`config.mk`:
```
export PLATFORM = sky130hd
export DESIGN_NAME = wdcm_top
export DESIGN_NICKNAME = d
export VERILOG_FILES = /design/src/wdcm_pkg.sv /design/src/wdcm_top.sv
export SDC_FILE = /design/constraint.sdc
export NUM_CORES = 1
export LEC_CHECK = 0
export ABC_CLOCK_PERIOD_IN_PS = 3100
export BUFFER_PORTS_ARGS = -buffer_cell sky130_fd_sc_hd__buf_4
export CAP_MARGIN = 5
export CORE_MARGIN = 2
export CORE_UTILIZATION = 55
export CTS_BUF_LIST = sky130_fd_sc_hd__clkbuf_2
export DETAILED_ROUTE_END_ITERATION = 7
export HOLD_SLACK_MARGIN = 0.03
export PLACE_DENSITY_LB_ADDON = 0.08
export SLEW_MARGIN = 10
export SYNTH_ARGS = -nofsm -noshare
export SYNTH_HDL_FRONTEND = slang
export SYNTH_SLANG_ARGS = --single-unit
export TNS_END_PERCENT = 30
```
`constraint.sdc`:
```
create_clock -name i_core_clk -period 3.1 [get_ports i_core_clk]
set_input_delay 0.155 -clock i_core_clk [delete_from_list [all_inputs] [get_ports i_core_clk]]
set_output_delay 0.155 -clock i_core_clk [all_outputs]
set_load 0.1 [all_outputs]
```
`src/wdcm_pkg.sv`:
```
// Purpose: shared constants for the watchdog with clock-fail reset
// Assumes: core clock of 50 MHz, internal rc oscillator seen as a pin
// Notes: register offsets index an 8-bit register port
package wdcm_pkg;
	// register offsets
	localparam logic [3:0] ADDR_CTRL = 4'h0;
	localparam logic [3:0] ADDR_FLAGS = 4'h1;
	localparam logic [3:0] ADDR_CLR = 4'h2;
	localparam logic [3:0] ADDR_EN = 4'h3;
	// wdog_control_reg fields
	localparam int CTRL_SOFT_EN = 0;
	localparam int CTRL_PD = 3;
	localparam int CTRL_TO = 4;
	localparam int CTRL_FAILSAFE = 5;
	localparam int CTRL_CORE_LVL = 6;
	// periph_irq_flags_2 fields
	localparam int FLAG_WDOG_TO = 0;
	localparam int FLAG_OSC_FAIL = 7;
	// reset values
	localparam logic [7:0] RST_IRQ_EN = 8'h00;
	localparam logic RST_SOFT_EN = 1'b0;
	// timing: base period and nominal rc oscillator period
	localparam int BASE_TIME_US = 4000;
	localparam int RC_PERIOD_NS = 32000;
	localparam int BASE_TICKS = (BASE_TIME_US * 1000) / RC_PERIOD_NS;
	localparam int PS_WIDTH = 16;
	localparam int SEL_WIDTH = 4;
endpackage

```
`src/wdcm_top.sv`:
```
// Purpose: watchdog timer on the internal rc oscillator plus fail-safe clock monitor
// Assumes: rc oscillator, sample clock, monitor latch and core level arrive as pins
// Notes: all state lives in one struct; i_ce low freezes everything
//
// The strobed register port and the register addresses are this design's own decisions.
`timescale 1ns/1ps

// Behaviour
// - watchdog counts rc oscillator rising edges; enabling it turns the oscillator on
// - base time period is nominally 4 ms of rc oscillator ticks
// - base period feeds a 16-bit postscaler setting the time-out
// - postscale-select input picks which postscaler output ends the count
// - time-out spans about 4 ms to about 131 seconds
// - sleep or clear-watchdog instruction clears counter and postscaler
// - enabled watchdog keeps counting in run, idle and sleep modes
// - software enable bit in the control register turns the watchdog on or off
// - software enable only matters when configuration enable is off
// - control register shows live core-voltage level, valid with regulator on
// - clock failure checked at sample clock falling edge with monitor latch set
// - clock failure sets oscillator-fail flag in bit 7 of the irq flags
// - clock failure switches to internal oscillator; oscillator control not updated
// - clock failure clears the watchdog counter and postscaler
// - only primary and secondary source failures are detected
// - rc oscillator stays on for the clock monitor when watchdog is off
// - reaching the selected time-out generates a device reset
module wdcm_top #(
	parameter int BASE_TICKS = wdcm_pkg::BASE_TICKS
) (
	input wire logic i_core_clk,
	input wire logic i_rstn,
	input wire logic i_ce,
	input wire logic [3:0] i_addr,
	input wire logic [7:0] i_wdata,
	input wire logic i_wr,
	input wire logic i_rd,
	input wire logic i_clear_wdog_instruction,
	input wire logic i_sleep_instruction,
	input wire logic i_config_wdog_enable,
	input wire logic [wdcm_pkg::SEL_WIDTH-1:0] i_wdog_postscale_select,
	input wire logic i_fail_safe_clock_monitor_enable,
	input wire logic i_clk_src_is_intosc,
	input wire logic i_regulator_enable,
	input wire logic i_internal_rc_osc,
	input wire logic i_sample_clk,
	input wire logic i_monitor_latch,
	input wire logic i_core_supply_level,
	output logic [7:0] o_rdata,
	output logic o_device_reset,
	output logic o_rc_osc_enable,
	output logic o_use_internal_osc,
	output logic o_timeout_status_flag,
	output logic o_powerdown_status_flag,
	output logic o_irq
);
	localparam int PW = wdcm_pkg::PS_WIDTH;

	typedef struct packed {
		logic [2:0] rc_sync;
		logic [2:0] smp_sync;
		logic [2:0] lat_sync;
		logic [2:0] lvl_sync;
		logic rc_lvl;
		logic smp_lvl;
		logic lat_lvl;
		logic core_lvl;
		logic [15:0] base_cnt;
		logic [PW-1:0] ps_cnt;
		logic soft_en;
		logic failsafe;
		logic [7:0] irq_stat;
		logic [7:0] irq_en;
		logic to_flag;
		logic pd_flag;
		logic rst_out;
		logic rc_en;
		logic irq;
		logic [7:0] rdata;
	} wdcm_state_t;

	wdcm_state_t st_ff;
	wdcm_state_t nxt_st;

	// postscaler terminal count for a power-of-two ratio
	function automatic logic [PW-1:0] wdcm_ps_limit(input logic [wdcm_pkg::SEL_WIDTH-1:0] sel);
		logic [PW:0] one_hot;
		one_hot = (PW+1)'(1) << sel;
		return PW'(one_hot - (PW+1)'(1));
	endfunction

	// agreed level of a three-stage synchroniser: update once stages two and three agree
	function automatic logic wdcm_agree(input logic [2:0] sync, input logic cur);
		return (sync[1] == sync[2]) ? sync[2] : cur;
	endfunction

	logic wd_en;
	logic rc_tick;
	logic smp_fall;
	logic fail_det;
	logic base_end;
	logic timeout;
	logic ctr_clear;
	logic [7:0] ev_set;
	logic [7:0] ctrl_rd;

	// event decode shared by the next-state logic and the checks
	always_comb
	begin
		wd_en = i_config_wdog_enable | st_ff.soft_en;
		rc_tick = wdcm_agree(st_ff.rc_sync, st_ff.rc_lvl) & ~st_ff.rc_lvl;
		smp_fall = ~wdcm_agree(st_ff.smp_sync, st_ff.smp_lvl) & st_ff.smp_lvl;
		// failure only while running from an external source
		fail_det = smp_fall & st_ff.lat_lvl & i_fail_safe_clock_monitor_enable
			& ~i_clk_src_is_intosc & ~st_ff.failsafe;
		base_end = st_ff.base_cnt == 16'(BASE_TICKS - 1);
		ctr_clear = i_clear_wdog_instruction | i_sleep_instruction | fail_det | ~wd_en;
		timeout = wd_en & rc_tick & base_end & ~ctr_clear
			& (st_ff.ps_cnt == wdcm_ps_limit(i_wdog_postscale_select));
		ev_set = 8'h00;
		ev_set[wdcm_pkg::FLAG_WDOG_TO] = timeout;
		ev_set[wdcm_pkg::FLAG_OSC_FAIL] = fail_det;
		ctrl_rd = 8'h00;
		ctrl_rd[wdcm_pkg::CTRL_SOFT_EN] = st_ff.soft_en;
		ctrl_rd[wdcm_pkg::CTRL_PD] = st_ff.pd_flag;
		ctrl_rd[wdcm_pkg::CTRL_TO] = st_ff.to_flag;
		ctrl_rd[wdcm_pkg::CTRL_FAILSAFE] = st_ff.failsafe;
		ctrl_rd[wdcm_pkg::CTRL_CORE_LVL] = st_ff.core_lvl & i_regulator_enable;
	end

	// next state
	always_comb
	begin
		nxt_st = st_ff;
		// pin synchronisers, first stage read only by the second
		nxt_st.rc_sync = {st_ff.rc_sync[1:0], i_internal_rc_osc};
		nxt_st.smp_sync = {st_ff.smp_sync[1:0], i_sample_clk};
		nxt_st.lat_sync = {st_ff.lat_sync[1:0], i_monitor_latch};
		nxt_st.lvl_sync = {st_ff.lvl_sync[1:0], i_core_supply_level};
		nxt_st.rc_lvl = wdcm_agree(st_ff.rc_sync, st_ff.rc_lvl);
		nxt_st.smp_lvl = wdcm_agree(st_ff.smp_sync, st_ff.smp_lvl);
		nxt_st.lat_lvl = wdcm_agree(st_ff.lat_sync, st_ff.lat_lvl);
		nxt_st.core_lvl = wdcm_agree(st_ff.lvl_sync, st_ff.core_lvl);
		// watchdog counting, the same in run, idle and sleep
		if (ctr_clear || timeout)
		begin
			nxt_st.base_cnt = 16'h0000;
			nxt_st.ps_cnt = '0;
		end
		else if (rc_tick)
		begin
			if (base_end)
			begin
				nxt_st.base_cnt = 16'h0000;
				nxt_st.ps_cnt = st_ff.ps_cnt + PW'(1);
			end
			else
			begin
				nxt_st.base_cnt = st_ff.base_cnt + 16'h0001;
			end
		end
		nxt_st.rst_out = timeout;
		// fail-safe mode holds until reset; the oscillator control is left alone
		if (fail_det)
		begin
			nxt_st.failsafe = 1'b1;
		end
		// status flags
		if (timeout)
		begin
			nxt_st.to_flag = 1'b0;
		end
		else if (i_clear_wdog_instruction)
		begin
			nxt_st.to_flag = 1'b1;
			nxt_st.pd_flag = 1'b1;
		end
		else if (i_sleep_instruction)
		begin
			nxt_st.to_flag = 1'b1;
			nxt_st.pd_flag = 1'b0;
		end
		// register writes; a set in the clear cycle wins
		nxt_st.irq_stat = st_ff.irq_stat | ev_set;
		if (i_wr)
		begin
			case (i_addr)
				wdcm_pkg::ADDR_CTRL: nxt_st.soft_en = i_wdata[wdcm_pkg::CTRL_SOFT_EN];
				wdcm_pkg::ADDR_CLR: nxt_st.irq_stat = (st_ff.irq_stat & ~i_wdata) | ev_set;
				wdcm_pkg::ADDR_EN: nxt_st.irq_en = i_wdata;
				default: nxt_st.irq_en = st_ff.irq_en;
			endcase
		end
		// read data one cycle after the strobe, zero otherwise
		nxt_st.rdata = 8'h00;
		if (i_rd)
		begin
			case (i_addr)
				wdcm_pkg::ADDR_CTRL: nxt_st.rdata = ctrl_rd;
				wdcm_pkg::ADDR_FLAGS: nxt_st.rdata = st_ff.irq_stat;
				wdcm_pkg::ADDR_EN: nxt_st.rdata = st_ff.irq_en;
				default: nxt_st.rdata = 8'h00;
			endcase
		end
		nxt_st.irq = |(nxt_st.irq_stat & nxt_st.irq_en);
		nxt_st.rc_en = wd_en | i_fail_safe_clock_monitor_enable;
	end

	// state register, frozen while the clock enable is low
	always_ff @(posedge i_core_clk or negedge i_rstn)
	begin
		if (!i_rstn)
		begin
			st_ff <= '0;
			st_ff.soft_en <= wdcm_pkg::RST_SOFT_EN;
			st_ff.irq_en <= wdcm_pkg::RST_IRQ_EN;
			st_ff.to_flag <= 1'b1;
			st_ff.pd_flag <= 1'b1;
		end
		else if (i_ce)
		begin
			st_ff <= nxt_st;
		end
	end

	// outputs straight from the state register
	assign o_rdata = st_ff.rdata;
	assign o_device_reset = st_ff.rst_out;
	assign o_rc_osc_enable = st_ff.rc_en;
	assign o_use_internal_osc = st_ff.failsafe;
	assign o_timeout_status_flag = st_ff.to_flag;
	assign o_powerdown_status_flag = st_ff.pd_flag;
	assign o_irq = st_ff.irq;

	// checks
	a_rc_osc_on: assert property (@(posedge i_core_clk) disable iff (!i_rstn)
		i_ce |=> o_rc_osc_enable == $past(wd_en || i_fail_safe_clock_monitor_enable))
		else $error("rc oscillator enable does not follow watchdog or monitor");
	a_rc_stays_monitor: assert property (@(posedge i_core_clk) disable iff (!i_rstn)
		i_ce && i_fail_safe_clock_monitor_enable && !wd_en |=> o_rc_osc_enable)
		else $error("rc oscillator stopped while monitor enabled");
	a_base_bound: assert property (@(posedge i_core_clk) disable iff (!i_rstn)
		st_ff.base_cnt < 16'(BASE_TICKS))
		else $error("base counter passed its period");
	a_ps_bound: assert property (@(posedge i_core_clk) disable iff (!i_rstn)
		!$changed(i_wdog_postscale_select) && wd_en
		|-> st_ff.ps_cnt <= wdcm_ps_limit(i_wdog_postscale_select))
		else $error("postscaler passed its selected limit");
	a_instr_clears: assert property (@(posedge i_core_clk) disable iff (!i_rstn)
		i_ce && (i_clear_wdog_instruction || i_sleep_instruction)
		|=> st_ff.base_cnt == 16'h0000 && st_ff.ps_cnt == '0)
		else $error("instruction did not clear the watchdog");
	a_counts_on_tick: assert property (@(posedge i_core_clk) disable iff (!i_rstn)
		i_ce && rc_tick && !ctr_clear && !base_end
		|=> st_ff.base_cnt == $past(st_ff.base_cnt) + 16'h0001)
		else $error("enabled watchdog failed to count");
	a_soft_disabled: assert property (@(posedge i_core_clk) disable iff (!i_rstn)
		!i_config_wdog_enable && !st_ff.soft_en |-> !timeout ##1 !o_device_reset)
		else $error("disabled watchdog produced a reset");
	a_fail_effects: assert property (@(posedge i_core_clk) disable iff (!i_rstn)
		i_ce && fail_det |=> st_ff.irq_stat[wdcm_pkg::FLAG_OSC_FAIL] && o_use_internal_osc
		&& st_ff.ps_cnt == '0 && st_ff.base_cnt == 16'h0000)
		else $error("clock failure effects missing");
	a_no_intosc_fail: assert property (@(posedge i_core_clk) disable iff (!i_rstn)
		i_clk_src_is_intosc |-> !fail_det)
		else $error("internal oscillator failure was flagged");
	a_timeout_reset: assert property (@(posedge i_core_clk) disable iff (!i_rstn)
		i_ce && timeout |=> o_device_reset && !o_timeout_status_flag
		&& st_ff.irq_stat[wdcm_pkg::FLAG_WDOG_TO])
		else $error("time-out gave no device reset");
	a_clear_wdog_instruction_flags: assert property (@(posedge i_core_clk) disable iff (!i_rstn)
		i_ce && i_clear_wdog_instruction |=> o_timeout_status_flag && o_powerdown_status_flag)
		else $error("clear-watchdog did not set status flags");
	a_ctrl_readback: assert property (@(posedge i_core_clk) disable iff (!i_rstn)
		i_ce && i_rd && i_addr == wdcm_pkg::ADDR_CTRL
		|=> o_rdata[wdcm_pkg::CTRL_SOFT_EN] == $past(st_ff.soft_en))
		else $error("control read does not show software enable");

	// reset output, counters, enables, fail-safe mode, status and interrupt flags, read data

	// the device reset lasts exactly one core cycle
	a_reset_one_cycle: assert property (@(posedge i_core_clk) disable iff (!i_rstn)
		i_ce && o_device_reset |=> !o_device_reset)
		else $error("device reset longer than one cycle");

	// the device reset follows a time-out and nothing else
	a_reset_from_timeout: assert property (@(posedge i_core_clk) disable iff (!i_rstn)
		i_ce |=> o_device_reset == $past(timeout))
		else $error("device reset without a time-out");

	// a time-out restarts both counters from zero
	a_timeout_restarts: assert property (@(posedge i_core_clk) disable iff (!i_rstn)
		i_ce && timeout
		|=> st_ff.base_cnt == 16'h0000 && st_ff.ps_cnt == '0)
		else $error("counters not restarted after time-out");

	// the end of a base period advances the postscaler by one
	a_ps_steps: assert property (@(posedge i_core_clk) disable iff (!i_rstn)
		i_ce && rc_tick && base_end && !ctr_clear && !timeout
		|=> st_ff.ps_cnt == $past(st_ff.ps_cnt) + PW'(1) && st_ff.base_cnt == 16'h0000)
		else $error("postscaler did not advance at base period end");

	// without an rc tick or a clear the counters hold
	a_idle_hold: assert property (@(posedge i_core_clk) disable iff (!i_rstn)
		i_ce && !rc_tick && !ctr_clear
		|=> $stable(st_ff.base_cnt) && $stable(st_ff.ps_cnt))
		else $error("watchdog counted without an rc tick");

	// a disabled watchdog keeps both counters at zero
	a_disabled_zero: assert property (@(posedge i_core_clk) disable iff (!i_rstn)
		i_ce && !wd_en
		|=> st_ff.base_cnt == 16'h0000 && st_ff.ps_cnt == '0)
		else $error("disabled watchdog kept a count");

	// the configuration enable cannot be overruled by software
	a_config_overrides: assert property (@(posedge i_core_clk) disable iff (!i_rstn)
		i_ce && i_config_wdog_enable |=> o_rc_osc_enable)
		else $error("configuration enabled watchdog was stopped");

	// a control write loads the software enable bit
	a_soft_write: assert property (@(posedge i_core_clk) disable iff (!i_rstn)
		i_ce && i_wr && i_addr == wdcm_pkg::ADDR_CTRL
		|=> st_ff.soft_en == $past(i_wdata[wdcm_pkg::CTRL_SOFT_EN]))
		else $error("software enable not written");

	// the core level bit reads zero while the regulator is off
	a_level_gated: assert property (@(posedge i_core_clk) disable iff (!i_rstn)
		i_ce && i_rd && i_addr == wdcm_pkg::ADDR_CTRL && !i_regulator_enable
		|=> !o_rdata[wdcm_pkg::CTRL_CORE_LVL])
		else $error("core level shown with regulator off");

	// read data is zero outside the cycle after a read
	a_rdata_idle: assert property (@(posedge i_core_clk) disable iff (!i_rstn)
		i_ce && !i_rd |=> o_rdata == 8'h00)
		else $error("read data present without a read");

	// fail-safe mode holds until the next reset
	a_failsafe_sticky: assert property (@(posedge i_core_clk) disable iff (!i_rstn)
		o_use_internal_osc |=> o_use_internal_osc)
		else $error("fail-safe mode left without reset");

	// fail-safe mode is entered only through a detected failure
	a_failsafe_cause: assert property (@(posedge i_core_clk) disable iff (!i_rstn)
		i_ce && !o_use_internal_osc |=> !o_use_internal_osc || $past(fail_det))
		else $error("fail-safe mode entered without a failure");

	// no second failure while already on the internal oscillator
	a_no_refail: assert property (@(posedge i_core_clk) disable iff (!i_rstn)
		o_use_internal_osc |-> !fail_det)
		else $error("failure detected while in fail-safe mode");

	// the oscillator-fail flag stays until software clears it
	a_fail_flag_sticky: assert property (@(posedge i_core_clk) disable iff (!i_rstn)
		i_ce && st_ff.irq_stat[wdcm_pkg::FLAG_OSC_FAIL]
		&& !(i_wr && i_addr == wdcm_pkg::ADDR_CLR && i_wdata[wdcm_pkg::FLAG_OSC_FAIL])
		|=> st_ff.irq_stat[wdcm_pkg::FLAG_OSC_FAIL])
		else $error("oscillator-fail flag lost without a clear");

	// the interrupt is high only while an enabled flag is set
	a_irq_source: assert property (@(posedge i_core_clk) disable iff (!i_rstn)
		o_irq |-> |(st_ff.irq_stat & st_ff.irq_en))
		else $error("interrupt without an enabled flag");

	// sleep sets time-out status and clears power-down status
	a_sleep_flags: assert property (@(posedge i_core_clk) disable iff (!i_rstn)
		i_ce && i_sleep_instruction && !i_clear_wdog_instruction
		|=> o_timeout_status_flag && !o_powerdown_status_flag)
		else $error("sleep did not update status flags");

	// an instruction in the cycle of the last tick still wins over the time-out
	a_clear_no_reset: assert property (@(posedge i_core_clk) disable iff (!i_rstn)
		i_ce && (i_clear_wdog_instruction || i_sleep_instruction) |=> !o_device_reset)
		else $error("time-out despite a clear in the same cycle");

	// the rc oscillator is off when nobody needs it
	a_rc_off_idle: assert property (@(posedge i_core_clk) disable iff (!i_rstn)
		i_ce && !i_config_wdog_enable && !st_ff.soft_en && !i_fail_safe_clock_monitor_enable
		|=> !o_rc_osc_enable)
		else $error("rc oscillator on with watchdog and monitor off");

	// the longest select counts 32768 base periods
	a_ps_longest: assert property (@(posedge i_core_clk) disable iff (!i_rstn)
		wdcm_ps_limit(wdcm_pkg::SEL_WIDTH'(15)) == PW'(32767))
		else $error("longest postscale ratio is wrong");
endmodule

```
==> flow_summary.json <==
{
  "status": "completed",
  "maxCapViolCount": 0,
  "synth_edf_count": 0,
  "cts_resized": 0,
  "io_buffers": 44,
  "rr_worst_depth": 8,
  "insertion_delay_ns": 0.51,
  "ant_nets": 0,
  "syn-cell-area_um2": 4500,
  "top_level_ports": 45,
  "switching_share_pct": 31.2,
  "ys.flop_type": "dfrtp_1",
  "cts_buffer_depth": 2,
  "coreArea_um2": 8090,
  "fin_crit_ns": 2.57,
  "clkPwrFrac_pct": 27.9,
  "die_x_um": 94.5,
  "drt_wl_total_mm": 9.71,
  "wl_per_cell_um": 15.7,
  "path_class": "flip-flop to flip-flop",
  "arrival_ns": 2.99,
  "final_hold_viol_count": 0,
  "ys_ff_latch": 79,
  "synth_compound_area_share_pct": 16.7,
  "fin_tns_setup_ns": 0,
  "synth.area.mux_share_pct": 6.39,
  "synth-adder-area-share_pct": 1.11,
  "gp_congestion": 0.770,
  "power.switching_uw": 721,
  "drc": 0,
  "cts_setup_buffers": 0,
  "rows": 33,
  "yosys_warnings": 0,
  "synthSimpleGateAreaFrac_pct": 21.0,
  "fmaxAchievable_mhz": 389,
  "max_slew.worst_pin.slew_ns": 0.986,
  "ys_seq_area_share_pct": 44.0,
  "endpoint_kind": "flip-flop",
  "clk_pin_slew_ns": 0.23,
  "placed_area_um2": 4850,
  "yosys-top-cells-area": "dfrtp_1 (43%), mux2_2 (5.5%), o21ai_0 (4.0%), nor2_1 (2.9%), xor2_1 (2.7%)",
  "start_util_pct": 55.6,
  "leakagePower_nw": 2.21,
  "final_common_cell": "dfrtp_1",
  "place.detailed.hpwl_mm": 6.42,
  "avgSynthCellArea_um2": 9.81,
  "nNetsFinal": 545,
  "dieArea_um2": 8930,
  "cell_internal_pwr_mw": 1.59,
  "overflow": 0,
  "first_pass_iters": 4,
  "drive_gt1_share_pct": 21.9,
  "num-fill-cells": 682,
  "finalSetupViolations": 0,
  "ir_worst_vdd_v": 0.000539,
  "ctsRootBufferMaster": "clkbuf_2",
  "synth_top_cell_by_area": "dfrtp_1",
  "cts.sink_count": 79,
  "viasPerCell": 5.85,
  "max_slew_margin_pct": 34.3,
  "layout_worst_path_cycle_share_pct": 83.0,
  "grt_max_degree": 80,
  "power_frac_comb_pct": 20.4,
  "grt_pass1_wl_mm": 16.5,
  "synth.distinct_cells": 61,
  "cp-start-kind": "flip-flop",
  "timing.hold.ws_ns": 0.0961,
  "final_cell_mix": "dfrtp_1 (77), buf_4 (51), o21ai_0 (36), nor2_1 (35)",
  "numCtsBuffers": 9,
  "syn2layout_area_growth_pct": 16.0,
  "cts_tree": "yes",
  "synthArstFlopShare_pct": 100,
  "grt_pass1_vias": 3425,
  "cts_hold_buf": 24,
  "hold_path_class": "input port to flip-flop",
  "antenna_found_initial": 0,
  "drt_iter0_markers": 221,
  "netlist.area_leader.share_pct": 42.8,
  "synth.net_count": 494,
  "syn_inst": 459,
  "final_area_um2": 5230,
  "via_count": 3628,
  "grtUsageTotal_pct": 23.4,
  "finalPower_mw": 2.31,
  "crit_fanout": 13,
  "cp.required_ns": 3.52,
  "power_density_nw_per_um2": 442,
  "drv_slew": 0,
  "n_antenna_cell": 0,
  "finClkSkew_ns": 0.0297,
  "synth_top_family_by_area": "simple AND/OR/NAND/NOR gates",
  "cts_max_level": 3,
  "power_frac_seq_pct": 51.8,
  "die_h_um": 94.5,
  "hold_path_depth": 4,
  "synth_xor_area_share_pct": 5.25,
  "rsz0062_at_grt": "no"
}
[cells by family (layout without fill, tap and decap cells)]
| group | Yosys count | in the layout |
|---|---|---|
| AOI/OAI and AO/OA | 109 | 109 |
| muxes | 26 | 26 |
| buffers and inverters | 52 | 108 |
| xor gates and xnor gates | 27 | 27 |
| DFF | 79 | 79 |
| adders and majority gates | 4 | 4 |
| and+or+nand+nor | 162 | 162 |
[layer usage]
layer | wire (um) | GRT usage, % | vias up
met5 | 0 | 0 | -
met4 | 180 | 7.49 | 0
met3 | 379 | 3.99 | 11
met2 | 4670 | 38.1 | 85
met1 | 4480 | 32.1 | 1774
li1 | - | - | 1758
[final timing paths]
kind                            start         end  slack [ns]
max                         st_ff[64]   st_ff[35]        0.53
min                         i_addr[2]  ctrl_rd[0]         0.1
max reg2reg                 st_ff[64]   st_ff[35]        0.53
min reg2reg                o_rdata[5]  o_rdata[5]        0.52
max in group asynchronous      i_rstn  ctrl_rd[0]        2.14
min in group asynchronous      i_rstn   st_ff[60]        0.30
[synth_stat cells, types with 5 or more instances]
| cell | number |
|---|---|
| a21boi_0 | 6 |
| a21oi_1 | 18 |
| a22o_1 | 9 |
| a22oi_1 | 5 |
| and2_1 | 6 |
| and3_1 | 7 |
| and4_1 | 7 |
| buf_2 | 6 |
| buf_4 | 8 |
| clkbuf_1 | 20 |
| dfrtp_1 | 77 |
| inv_1 | 16 |
| mux2_2 | 22 |
| nand2_1 | 24 |
| nand3_1 | 12 |
| nand4_1 | 17 |
| nor2_1 | 35 |
| nor2_2 | 10 |
| nor2b_1 | 5 |
| nor3_1 | 10 |
| nor3b_1 | 5 |
| nor4b_1 | 5 |
| o21ai_0 | 36 |
| o2bb2ai_1 | 8 |
| xnor2_1 | 13 |
| xor2_1 | 14 |
[registers in the layout (all words and copies together) (netlist names)]
| register | count |
|---|---|
| o_device_reset | 1 |
| o_rc_osc_enable | 1 |
| o_use_internal_osc | 1 |
| ctrl_rd | 1 |
| st_ff | 56 |
| o_irq | 1 |
| o_powerdown_status_flag | 1 |
| o_timeout_status_flag | 1 |
| nxt_st | 8 |
| o_rdata | 8 |
[worst max-delay path, cell delays in order, from the launching register on]
cell,delay [ns]
dfrtp_1,0.44
nor4bb_2,0.20
a311oi_4,0.59
o2111ai_2,0.26
nor4b_4,0.43
nand3_4,0.15
a21oi_4,0.20
buf_12,0.16
nor2_1,0.05
[layout make-up]
class / count / area [um2] / share of cell area [%]
Inverter: 16 / 60.1 / 1.15
Sequential cell: 79 / 1980 / 37.9
Tap cell: 105 / 131 / 2.51
Clock inverter: 5 / 83.8 / 1.60
Timing Repair Buffer: 76 / 643 / 12.3
Multi-Input combinational cell: 328 / 2270 / 43.5
Clock buffer: 11 / 55.1 / 1.05
[power groups by stage]
stage	combinational (mW)	sequential, mW	clock, mW
global placement	0.437	1.21	0
finish	0.470	1.20	0.643
floorplan	0.248	1.27	0
detailed placement	0.448	1.22	0
CTS	0.473	1.20	0.662
global route	0.513	1.21	0.703
[through the flow]
stage,utilization [%],setup WS (ns),instances
CTS,64.6,0.488,620
detailed placement,59.9,0.135,580
global placement,59.9,0.197,580
floorplan,-,0.199,459
finish,64.6,0.527,620
global route,64.6,0.342,620
Power figures use the tool's default switching activity.
